--- config.mk ---
export PLATFORM = sky130hd
export DESIGN_NAME = dosel_top
export DESIGN_NICKNAME = d
export VERILOG_FILES = /design/src/dosel_pkg.sv /design/src/dosel_regs.sv /design/src/dosel_term.sv /design/src/dosel_top.sv
export SDC_FILE = /design/constraint.sdc
export NUM_CORES = 2
export LEC_CHECK = 0
export BUFFER_PORTS_ARGS = -buffer_cell sky130_fd_sc_hd__buf_2
export CAP_MARGIN = 20
export CORE_MARGIN = 8
export CORE_UTILIZATION = 62
export CTS_CLUSTER_SIZE = 25
export DETAILED_ROUTE_END_ITERATION = 10
export PLACE_DENSITY = 0.91
export SYNTH_ARGS = -nofsm -noshare
export SYNTH_HDL_FRONTEND = slang
export SYNTH_SLANG_ARGS = --single-unit
--- constraint.sdc ---
create_clock -name aclk -period 7.6 [get_ports aclk]
set_input_delay 1.14 -clock aclk [delete_from_list [all_inputs] [get_ports aclk]]
set_output_delay 1.14 -clock aclk [all_outputs]
set_load 0.005 [all_outputs]
--- src/dosel_pkg.sv ---
// package: codes, register map, field layouts and carriers of the output condition selector
package dosel_pkg;

	localparam int FW = 16;

	// ****************************************
	// selection codes
	// ****************************************
	localparam logic [4:0] CODE_NONE     = 5'h00;
	localparam logic [4:0] CODE_RUN      = 5'h01;
	localparam logic [4:0] CODE_ARRIVE   = 5'h02;
	localparam logic [4:0] CODE_FDT_ONE  = 5'h03;
	localparam logic [4:0] CODE_FDT_TWO  = 5'h04;
	localparam logic [4:0] CODE_REVERSE  = 5'h05;
	localparam logic [4:0] CODE_JOG      = 5'h06;
	localparam logic [4:0] CODE_FAULT    = 5'h07;
	localparam logic [4:0] CODE_READY    = 5'h08;
	localparam logic [4:0] CODE_UPPER    = 5'h09;
	localparam logic [4:0] CODE_LOWER    = 5'h0A;
	localparam logic [4:0] CODE_ILIMIT   = 5'h0B;
	localparam logic [4:0] CODE_OVSTALL  = 5'h0C;
	localparam logic [4:0] CODE_SEQ_DONE = 5'h0D;
	localparam logic [4:0] CODE_COUNT    = 5'h0E;
	localparam logic [4:0] CODE_MIDCOUNT = 5'h0F;
	localparam logic [4:0] CODE_LENGTH   = 5'h10;
	localparam logic [4:0] CODE_OVERLOAD = 5'h11;
	localparam logic [4:0] CODE_OVERHEAT = 5'h12;
	localparam logic [4:0] CODE_PID_HIGH = 5'h13;
	localparam logic [4:0] CODE_PID_LOW  = 5'h14;

	// ****************************************
	// fixed hysteresis widths (value units: 0.1 %, 1 V, 1 degC)
	// ****************************************
	localparam logic [FW-1:0] ILIMIT_HYST    = 16'h0032;
	localparam logic [FW-1:0] OVSTALL_HYST   = 16'h000A;
	localparam logic [FW-1:0] HEAT_SET_DROP  = 16'h000A;
	localparam logic [FW-1:0] HEAT_CLR_DROP  = 16'h000F;

	// ****************************************
	// register map (byte addresses) and reset values
	// ****************************************
	localparam logic [7:0] A_SEL       = 8'h00;
	localparam logic [7:0] A_ARR_WIDTH = 8'h04;
	localparam logic [7:0] A_L1_THR    = 8'h08;
	localparam logic [7:0] A_L1_HYS    = 8'h0C;
	localparam logic [7:0] A_L2_THR    = 8'h10;
	localparam logic [7:0] A_L2_HYS    = 8'h14;
	localparam logic [7:0] A_UPPER_A   = 8'h18;
	localparam logic [7:0] A_UPPER_B   = 8'h1C;
	localparam logic [7:0] A_LOWER     = 8'h20;
	localparam logic [7:0] A_ILIMIT    = 8'h24;
	localparam logic [7:0] A_OVSTALL   = 8'h28;
	localparam logic [7:0] A_SEQ_CFG   = 8'h2C;
	localparam logic [7:0] A_CNT_SET   = 8'h30;
	localparam logic [7:0] A_CNT_MID   = 8'h34;
	localparam logic [7:0] A_LEN_SET   = 8'h38;
	localparam logic [7:0] A_OVL_COEF  = 8'h3C;
	localparam logic [7:0] A_PID_UP    = 8'h40;
	localparam logic [7:0] A_PID_LO    = 8'h44;
	localparam logic [7:0] A_STATUS    = 8'h48;
	localparam int         NREG        = 19;

	// sel register: transistor code [4:0], relay code [12:8]
	localparam int SEL_TR_LSB = 0;
	localparam int SEL_RL_LSB = 8;
	// seq cfg: pass count [15:0], stop mode bit 16 (0 single, 1 limited)
	localparam int SEQ_MODE_BIT = 16;

	localparam logic [4:0] RST_TR_CODE = 5'h01;
	localparam logic [4:0] RST_RL_CODE = 5'h07;

	localparam logic [1:0] RESP_OKAY   = 2'b00;
	localparam logic [1:0] RESP_SLVERR = 2'b10;

	// ****************************************
	// carriers
	// ****************************************
	typedef struct packed {
		logic          running;
		logic          jog_active;
		logic          reverse_run_flag;
		logic          fault;
		logic          ready;
		logic          seq_stopped;
		logic [FW-1:0] seq_passes_done;
		logic          seq_reset;
	} dosel_status_s;

	typedef struct packed {
		logic [FW-1:0] output_frequency_value;
		logic [FW-1:0] set_frequency_value;
		logic [FW-1:0] output_current_value;
		logic [FW-1:0] output_voltage_value;
		logic [FW-1:0] pulse_count_value;
		logic [FW-1:0] pulse_length_value;
		logic [FW-1:0] motor_load_value;
		logic [FW-1:0] heatsink_temp_value;
		logic [FW-1:0] hot_spot_level;
		logic [FW-1:0] pid_feedback_value;
	} dosel_meas_s;

	typedef struct packed {
		logic [4:0]    tr_code;
		logic [4:0]    rl_code;
		logic [FW-1:0] freq_arrival_width;
		logic [FW-1:0] freq_level_one_threshold;
		logic [FW-1:0] freq_level_one_hysteresis;
		logic [FW-1:0] freq_level_two_threshold;
		logic [FW-1:0] freq_level_two_hysteresis;
		logic [FW-1:0] upper_freq_limit_a;
		logic [FW-1:0] upper_freq_limit_b;
		logic [FW-1:0] lower_freq_limit;
		logic [FW-1:0] current_limit_level;
		logic [FW-1:0] overvoltage_stall_level;
		logic          sequencer_stop_mode;
		logic [FW-1:0] sequencer_pass_count;
		logic [FW-1:0] set_count_target;
		logic [FW-1:0] intermediate_count_target;
		logic [FW-1:0] set_length_target;
		logic [FW-1:0] overload_prealarm_coeff;
		logic [FW-1:0] pid_upper_limit;
		logic [FW-1:0] pid_lower_limit;
	} dosel_cfg_s;

	// hysteresis lower point, floored at zero
	function automatic logic [FW-1:0] sub_floor(input logic [FW-1:0] a, input logic [FW-1:0] b);
		return (a > b) ? a - b : '0;
	endfunction

endpackage

--- src/dosel_regs.sv ---
// AXI4-Lite register slave holding the selector configuration
`timescale 1ns/10ps
module dosel_regs import dosel_pkg::*; (
	// clock and reset
	input  wire logic        aclk,
	input  wire logic        aresetn,
	// write channels
	input  wire logic [7:0]  awaddr,
	input  wire logic        awvalid,
	output logic             awready,
	input  wire logic [31:0] wdata,
	input  wire logic [3:0]  wstrb,
	input  wire logic        wvalid,
	output logic             wready,
	output logic [1:0]       bresp,
	output logic             bvalid,
	input  wire logic        bready,
	// read channels
	input  wire logic [7:0]  araddr,
	input  wire logic        arvalid,
	output logic             arready,
	output logic [31:0]      rdata,
	output logic [1:0]       rresp,
	output logic             rvalid,
	input  wire logic        rready,
	// block side
	input  wire logic [1:0]  term_state,
	output dosel_cfg_s       cfg
);

	typedef struct packed {
		logic [NREG-1:0][31:0] r;
		logic                  aw_got;
		logic [7:0]            aw_addr;
		logic                  w_got;
		logic [31:0]           w_data;
		logic [3:0]            w_strb;
		logic                  bvalid;
		logic [1:0]            bresp;
		logic                  rvalid;
		logic [31:0]           rdata;
		logic [1:0]            rresp;
	} dosel_regs_s;

	dosel_regs_s q, d;
	logic [4:0]  widx;
	logic [4:0]  ridx;

	always_comb begin
		d = q;
		widx = q.aw_addr[6:2];
		ridx = araddr[6:2];
		if (awvalid && !q.aw_got) begin
			d.aw_got = 1'b1;
			d.aw_addr = awaddr;
		end
		if (wvalid && !q.w_got) begin
			d.w_got = 1'b1;
			d.w_data = wdata;
			d.w_strb = wstrb;
		end
		if (q.aw_got && q.w_got && !q.bvalid) begin
			d.aw_got = 1'b0;
			d.w_got = 1'b0;
			d.bvalid = 1'b1;
			// status word is read-only; writes to it or past the map are refused
			if (q.aw_addr[1:0] == 2'b00 && q.aw_addr < A_STATUS) begin
				d.bresp = RESP_OKAY;
				for (int b = 0; b < 4; b++) begin
					if (q.w_strb[b]) begin
						d.r[widx][b*8 +: 8] = q.w_data[b*8 +: 8];
					end
				end
			end else begin
				d.bresp = RESP_SLVERR;
			end
		end
		if (q.bvalid && bready) begin
			d.bvalid = 1'b0;
		end
		if (arvalid && !q.rvalid) begin
			d.rvalid = 1'b1;
			if (araddr == A_STATUS) begin
				d.rdata = {30'h0, term_state};
				d.rresp = RESP_OKAY;
			end else if (araddr[1:0] == 2'b00 && araddr < A_STATUS) begin
				d.rdata = q.r[ridx];
				d.rresp = RESP_OKAY;
			end else begin
				d.rdata = 32'h0000_0000;
				d.rresp = RESP_SLVERR;
			end
		end else if (q.rvalid && rready) begin
			d.rvalid = 1'b0;
		end
	end

	always_ff @(posedge aclk) begin
		if (!aresetn) begin
			q <= '0;
			q.r[0] <= {19'h0, RST_RL_CODE, 3'h0, RST_TR_CODE};
		end else begin
			q <= d;
		end
	end

	assign awready = !q.aw_got;
	assign wready  = !q.w_got;
	assign bvalid  = q.bvalid;
	assign bresp   = q.bresp;
	assign arready = !q.rvalid;
	assign rvalid  = q.rvalid;
	assign rdata   = q.rdata;
	assign rresp   = q.rresp;

	assign cfg.tr_code                   = q.r[0][SEL_TR_LSB +: 5];
	assign cfg.rl_code                   = q.r[0][SEL_RL_LSB +: 5];
	assign cfg.freq_arrival_width        = q.r[1][FW-1:0];
	assign cfg.freq_level_one_threshold  = q.r[2][FW-1:0];
	assign cfg.freq_level_one_hysteresis = q.r[3][FW-1:0];
	assign cfg.freq_level_two_threshold  = q.r[4][FW-1:0];
	assign cfg.freq_level_two_hysteresis = q.r[5][FW-1:0];
	assign cfg.upper_freq_limit_a        = q.r[6][FW-1:0];
	assign cfg.upper_freq_limit_b        = q.r[7][FW-1:0];
	assign cfg.lower_freq_limit          = q.r[8][FW-1:0];
	assign cfg.current_limit_level       = q.r[9][FW-1:0];
	assign cfg.overvoltage_stall_level   = q.r[10][FW-1:0];
	assign cfg.sequencer_pass_count      = q.r[11][FW-1:0];
	assign cfg.sequencer_stop_mode       = q.r[11][SEQ_MODE_BIT];
	assign cfg.set_count_target          = q.r[12][FW-1:0];
	assign cfg.intermediate_count_target = q.r[13][FW-1:0];
	assign cfg.set_length_target         = q.r[14][FW-1:0];
	assign cfg.overload_prealarm_coeff   = q.r[15][FW-1:0];
	assign cfg.pid_upper_limit           = q.r[16][FW-1:0];
	assign cfg.pid_lower_limit           = q.r[17][FW-1:0];

endmodule

--- src/dosel_term.sv ---
// one output terminal: condition picked by its code, with hysteresis hold
//
// The AXI4-Lite register port and the register addresses were decided locally.
`timescale 1ns/10ps
module dosel_term import dosel_pkg::*; (
	// clock and reset
	input  wire logic     aclk,
	input  wire logic     aresetn,
	// selection and inputs
	input  wire logic [4:0]    code,
	input  wire dosel_cfg_s    cfg,
	input  wire dosel_status_s st,
	input  wire dosel_meas_s   ms,
	// terminal state
	output logic          term_q
);

	typedef struct packed {
		logic term;
		logic live;
	} dosel_term_s;

	dosel_term_s q, d;
	logic [FW-1:0] fdiff;
	logic [FW-1:0] upper;
	logic          jog_or_run;
	logic          seq_done;

	always_comb begin
		d = q;
		// low for the first edge after reset, when the terminal is still forced clear
		d.live = 1'b1;
		fdiff = (ms.output_frequency_value > ms.set_frequency_value)
			? ms.output_frequency_value - ms.set_frequency_value
			: ms.set_frequency_value - ms.output_frequency_value;
		upper = (cfg.upper_freq_limit_a < cfg.upper_freq_limit_b)
			? cfg.upper_freq_limit_a : cfg.upper_freq_limit_b;
		jog_or_run = st.running || st.jog_active;
		seq_done = st.seq_stopped && !st.running && !st.seq_reset &&
			(cfg.sequencer_stop_mode ? (st.seq_passes_done >= cfg.sequencer_pass_count)
				: (st.seq_passes_done >= 16'h0001));
		// each terminal acts on its own code
		case (code)
			CODE_NONE: d.term = 1'b0;
			CODE_RUN: d.term = jog_or_run;
			CODE_ARRIVE: d.term = st.running && (fdiff <= cfg.freq_arrival_width);
			CODE_FDT_ONE: begin
				if (!st.running || ms.output_frequency_value <= sub_floor(
					cfg.freq_level_one_threshold, cfg.freq_level_one_hysteresis)) begin
					d.term = 1'b0;
				end else if (ms.output_frequency_value > cfg.freq_level_one_threshold) begin
					d.term = 1'b1;
				end
			end
			CODE_FDT_TWO: begin
				if (!st.running || ms.output_frequency_value <= sub_floor(
					cfg.freq_level_two_threshold, cfg.freq_level_two_hysteresis)) begin
					d.term = 1'b0;
				end else if (ms.output_frequency_value > cfg.freq_level_two_threshold) begin
					d.term = 1'b1;
				end
			end
			CODE_REVERSE: d.term = st.running && st.reverse_run_flag;
			CODE_JOG: d.term = st.jog_active;
			CODE_FAULT: d.term = st.fault;
			CODE_READY: d.term = st.ready && !st.fault;
			CODE_UPPER: d.term = jog_or_run && ms.output_frequency_value >= upper &&
				ms.set_frequency_value >= upper;
			CODE_LOWER: d.term = jog_or_run &&
				ms.output_frequency_value <= cfg.lower_freq_limit &&
				ms.set_frequency_value <= cfg.lower_freq_limit;
			CODE_ILIMIT: begin
				if (ms.output_current_value >= cfg.current_limit_level) begin
					d.term = 1'b1;
				end else if (ms.output_current_value <=
					sub_floor(cfg.current_limit_level, ILIMIT_HYST)) begin
					d.term = 1'b0;
				end
			end
			CODE_OVSTALL: begin
				if (ms.output_voltage_value >= cfg.overvoltage_stall_level) begin
					d.term = 1'b1;
				end else if (ms.output_voltage_value <=
					sub_floor(cfg.overvoltage_stall_level, OVSTALL_HYST)) begin
					d.term = 1'b0;
				end
			end
			CODE_SEQ_DONE: d.term = seq_done;
			CODE_COUNT: d.term = ms.pulse_count_value >= cfg.set_count_target;
			CODE_MIDCOUNT: d.term = ms.pulse_count_value >= cfg.intermediate_count_target;
			CODE_LENGTH: d.term = ms.pulse_length_value >= cfg.set_length_target;
			CODE_OVERLOAD: d.term = ms.motor_load_value >= cfg.overload_prealarm_coeff;
			CODE_OVERHEAT: begin
				if (ms.heatsink_temp_value >= sub_floor(ms.hot_spot_level, HEAT_SET_DROP)) begin
					d.term = 1'b1;
				end else if (ms.heatsink_temp_value <
					sub_floor(ms.hot_spot_level, HEAT_CLR_DROP)) begin
					d.term = 1'b0;
				end
			end
			CODE_PID_HIGH: d.term = st.running && ms.pid_feedback_value >= cfg.pid_upper_limit;
			CODE_PID_LOW: d.term = st.running && ms.pid_feedback_value <= cfg.pid_lower_limit;
			default: d.term = 1'b0;
		endcase
	end

	always_ff @(posedge aclk) begin
		if (!aresetn) begin
			q <= '0;
		end else begin
			q <= d;
		end
	end

	assign term_q = q.term;
endmodule

--- src/dosel_top.sv ---
// top: register slave plus the two terminal selectors
`timescale 1ns/10ps
module dosel_top import dosel_pkg::*; (
	// clock and reset
	input  wire logic          aclk,
	input  wire logic          aresetn,
	// axi4-lite write
	input  wire logic [7:0]    s_axi_awaddr,
	input  wire logic          s_axi_awvalid,
	output logic               s_axi_awready,
	input  wire logic [31:0]   s_axi_wdata,
	input  wire logic [3:0]    s_axi_wstrb,
	input  wire logic          s_axi_wvalid,
	output logic               s_axi_wready,
	output logic [1:0]         s_axi_bresp,
	output logic               s_axi_bvalid,
	input  wire logic          s_axi_bready,
	// axi4-lite read
	input  wire logic [7:0]    s_axi_araddr,
	input  wire logic          s_axi_arvalid,
	output logic               s_axi_arready,
	output logic [31:0]        s_axi_rdata,
	output logic [1:0]         s_axi_rresp,
	output logic               s_axi_rvalid,
	input  wire logic          s_axi_rready,
	// drive status and measurements
	input  wire dosel_status_s drive_status,
	input  wire dosel_meas_s   drive_meas,
	// terminals
	output logic               transistor_output_terminal,
	output logic               relay_output_terminal
);

	dosel_cfg_s cfg;
	logic       tr_q;
	logic       rl_q;

	dosel_regs u_regs (
		.aclk       (aclk),
		.aresetn    (aresetn),
		.awaddr     (s_axi_awaddr),
		.awvalid    (s_axi_awvalid),
		.awready    (s_axi_awready),
		.wdata      (s_axi_wdata),
		.wstrb      (s_axi_wstrb),
		.wvalid     (s_axi_wvalid),
		.wready     (s_axi_wready),
		.bresp      (s_axi_bresp),
		.bvalid     (s_axi_bvalid),
		.bready     (s_axi_bready),
		.araddr     (s_axi_araddr),
		.arvalid    (s_axi_arvalid),
		.arready    (s_axi_arready),
		.rdata      (s_axi_rdata),
		.rresp      (s_axi_rresp),
		.rvalid     (s_axi_rvalid),
		.rready     (s_axi_rready),
		.term_state ({rl_q, tr_q}),
		.cfg        (cfg)
	);

	dosel_term u_tr (
		.aclk    (aclk),
		.aresetn (aresetn),
		.code    (cfg.tr_code),
		.cfg     (cfg),
		.st      (drive_status),
		.ms      (drive_meas),
		.term_q  (tr_q)
	);

	dosel_term u_rl (
		.aclk    (aclk),
		.aresetn (aresetn),
		.code    (cfg.rl_code),
		.cfg     (cfg),
		.st      (drive_status),
		.ms      (drive_meas),
		.term_q  (rl_q)
	);

	assign transistor_output_terminal = tr_q;
	assign relay_output_terminal      = rl_q;
endmodule

==> results.json <==
{
  "status": "completed",
  "cts_tree": "done",
  "grt_pass1_wl_mm": 223,
  "layout_commonest_cell": "dfxtp_1",
  "synthMuxAreaShare_pct": 18.9,
  "rsz0062_at_grt": "no",
  "layout_common_cells": "691 x dfxtp_1, 601 x mux2i_1, 597 x nor2b_1",
  "drt-pass1-iter-count": 9,
  "power_switching_w": 0.00226,
  "fp.dieH_microns": 284,
  "final-hold-violation-count": 0,
  "synth_cells": 4887,
  "p_int_w": 0.00610,
  "cp_slowest_cell": "a2111oi_0",
  "drtIter0Drc": 4683,
  "fillers": 5107,
  "grt_overflow": 0,
  "cts_inserted_buffers": 72,
  "cp_slowest_stage_delay_ns": 0.48,
  "area_growth_pct": 8.97,
  "setup-tns-final_ns": 0,
  "cts_resized": 0,
  "wirelength_mm": 147,
  "p_comb_share_pct": 11.7,
  "synth_top_family_by_area": "multiplexers",
  "route.met3.wl_mm": 18.1,
  "fmax_mhz": 162,
  "pin_count": 285,
  "clock_path_buffers": 3,
  "ys_warn_count": 0,
  "synthArstFlopShare_pct": 0,
  "final_layout_size_suffix_gt1_share_pct": 12.3,
  "cts_setup_buffers": 0,
  "nets": 5637,
  "max-cap-violations": 0,
  "instances_no_fill": 5973,
  "slew_headroom_pct": 13.6,
  "post-route-period-util_pct": 81.1,
  "route.detailed.drc": 0,
  "path_class": "in -> reg",
  "cts-root-buf": "clkbuf_16",
  "holdPathEnd": "u_regs.q[684]",
  "r2r-start": "u_regs.cfg[241]",
  "swShare_pct": 27.0,
  "yosysUniqueCellTypes": 82,
  "fin_ws_ns": 1.43,
  "antenna_found_initial": 16,
  "routabilityCongestion": 1.03,
  "crit_buf_inv": 4,
  "hp-class": "reg -> reg",
  "synth-compound-area-share_pct": 12.2,
  "placed_cells_incl_taps": 5832,
  "critPathArrivalTime_ns": 6.69,
  "setup_viol": 0,
  "die-area_sq_um": 80800,
  "min_from": "u_regs.q[684]",
  "synth_fa_ha_area_share_pct": 12.3,
  "dr_wl_met2_mm": 63.9,
  "finalMaxSlewViolations": 0,
  "grt_pass1_vias": 38300,
  "synth_edf_count": 0,
  "antenna_left": 0,
  "final_util_pct": 68.1,
  "globalRouteTotalUtil_pct": 34.5,
  "vias": 38900,
  "vias_per_cell": 6.51,
  "seq_power_share_pct": 44.5,
  "cp_max_fo": 14,
  "ff2ff_setup_slack_ns": 1.83,
  "m1WireLength_mm": 55.7,
  "netlist_area_sq_um": 44600,
  "yosysSeqAreaShare_pct": 31.1,
  "hold-worst-slack_ns": 0.464,
  "fin_skew_ns": 0.0322,
  "grt_max_degree": 253,
  "die_x_microns": 284,
  "routedWlPerCell_microns": 24.6,
  "worstHoldPathCells": 1,
  "crit_required_ns": 8.12,
  "num_rows": 98,
  "ys_ff_latch": 692,
  "critPathTopFamily": "compound AO/OA/AOI/OAI gates",
  "max_slew.worst_pin.slew_ns": 1.29,
  "syn_avg_cell_area_sq_um": 9.12,
  "dp.final_hpwl_mm": 104,
  "synth_xor_area_share_pct": 1.75,
  "detailedPlace.worstSlack_ns": 0.950,
  "yosys.area_share.simple_pct": 17.9,
  "r2r_cells": 24,
  "min_period_ns": 6.17,
  "start_util_pct": 62.5,
  "reg2reg_to": "u_rl.term_q",
  "worstSetupEndpointType": "flop",
  "critPathLaunchType": "primary input",
  "ctsHoldBuffers": 0,
  "leakage_nw": 16.9,
  "p_per_area_nw_per_um2": 172,
  "cts.sinks": 692,
  "ys.flop_type": "dfxtp_1",
  "path_clk_slew_ns": 0.07,
  "coreArea_sq_um": 71400,
  "routed.top_layer": "met5",
  "htree_levels": 3,
  "clk_latency_ns": 0.64,
  "clkPwrFrac_pct": 43.8,
  "port_buffers": 282,
  "ir_worst_vdd_mv": 0.154
}
==> kinds of logic after synthesis <==
family          count (synthesis)
xor+xnor                       89
flops                         692
mux                           718
buf+inv                       641
fa+ha+maj                     437
compound gates                816
other cells                     1
simple gates                 1493
==> flip-flops by register name, summed over array words and instances, names as in the netlist <==
register	cells
u_regs.bresp	1
u_regs.bvalid	1
u_regs.cfg	283
u_regs.q	371
u_regs.rdata	32
u_regs.rresp	1
u_regs.rvalid	1
u_rl.term_q	1
u_tr.term_q	1
==> cell usage after synthesis (all sizes together) (27+ instances only) <==
cell type / n / share of area, %
a221oi: 70 / 1.4
dfxtp: 692 / 31
nand4: 63 / 0.88
ha: 433 / 12
o21a: 28 / 0.47
o22ai: 34 / 0.48
a211oi: 27 / 0.47
xnor2: 68 / 1.3
inv: 323 / 2.7
o21ai: 140 / 1.6
clkbuf: 193 / 1.6
nor3: 68 / 0.76
a21oi: 197 / 2.2
a21o: 60 / 1.0
a22oi: 68 / 1.1
mux4: 96 / 4.8
nand3: 62 / 0.71
nor2: 211 / 2.1
mux2i: 601 / 13
a21boi: 76 / 1.3
buf: 125 / 1.5
nand2: 345 / 2.9
and2: 42 / 0.59
nor2b: 600 / 8.4
==> power groups by stage <==
stage / registers (W) / logic [W] / clock network, W
3_3_place_gp: 0.00380 / 0.000917 / 0
4_1_cts: 0.00372 / 0.000946 / 0.00364
6_report: 0.00372 / 0.000979 / 0.00366
3_5_place_dp: 0.00380 / 0.000937 / 0
2_1_floorplan: 0.00373 / 0.000650 / 0
5_1_grt: 0.00372 / 0.00106 / 0.00379
==> through the flow <==
step | power, W | area (sq um)
2_1_floorplan | 0.00438 | 44600
6_report | 0.00836 | 48600
3_5_place_dp | 0.00473 | 46100
4_1_cts | 0.00830 | 48500
5_1_grt | 0.00857 | 48600
3_3_place_gp | 0.00471 | 46100
==> routing by layer <==
layer / track usage, % / vias to the layer above
li1: - / 17300
met1: 42.8 / 18400
met2: 53.4 / 2475
met3: 10.2 / 616
met4: 19.1 / 18
met5: 0 / -
==> area by class of cell <==
type,instances,area [sq um],share of cell area [%]
multi-input cells,3555,28200,58.0
flip-flops and latches,692,13900,28.5
clock buffers,95,2030,4.18
repair buffers,314,1720,3.55
inverters,323,1210,2.50
well taps,950,1190,2.45
clock inverters,32,379,0.780
diodes,12,30.0,0.0618
==> worst max-delay path by stage <==
stage | start | end | slack [ns] | cells after the start
after floorplan | drive_meas[144] | u_rl.term_q | 1.97 | 26
after global placement | drive_meas[144] | u_rl.term_q | 0.96 | 25
after detailed placement | drive_meas[144] | u_rl.term_q | 0.95 | 25
after CTS | drive_meas[144] | u_rl.term_q | 1.57 | 25
after global routing | drive_meas[144] | u_rl.term_q | 1.11 | 25
final | drive_meas[144] | u_rl.term_q | 1.43 | 25
==> worst reg2reg max path, cell delays in order, from the launching register on <==
cell	delay (ns)
dfxtp_1	0.40
inv_1	0.06
ha_1	0.18
inv_1	0.08
fa_1	0.20
a21o_1	0.11
a21o_1	0.13
a21oi_1	0.09
o211ai_1	0.25
nand2_1	0.07
o21ai_0	0.33
a221oi_1	0.19
nor2_1	0.75
o311ai_0	0.32
ha_1	0.28
a21o_1	0.17
a21oi_1	0.13
o221ai_1	0.15
o21ai_0	0.71
o32ai_1	0.19
a211o_1	0.25
a211oi_1	0.21
nand4_1	0.12
nor3_1	0.18
o31ai_1	0.10
Note: power is estimated with default switching activity, not from simulation.
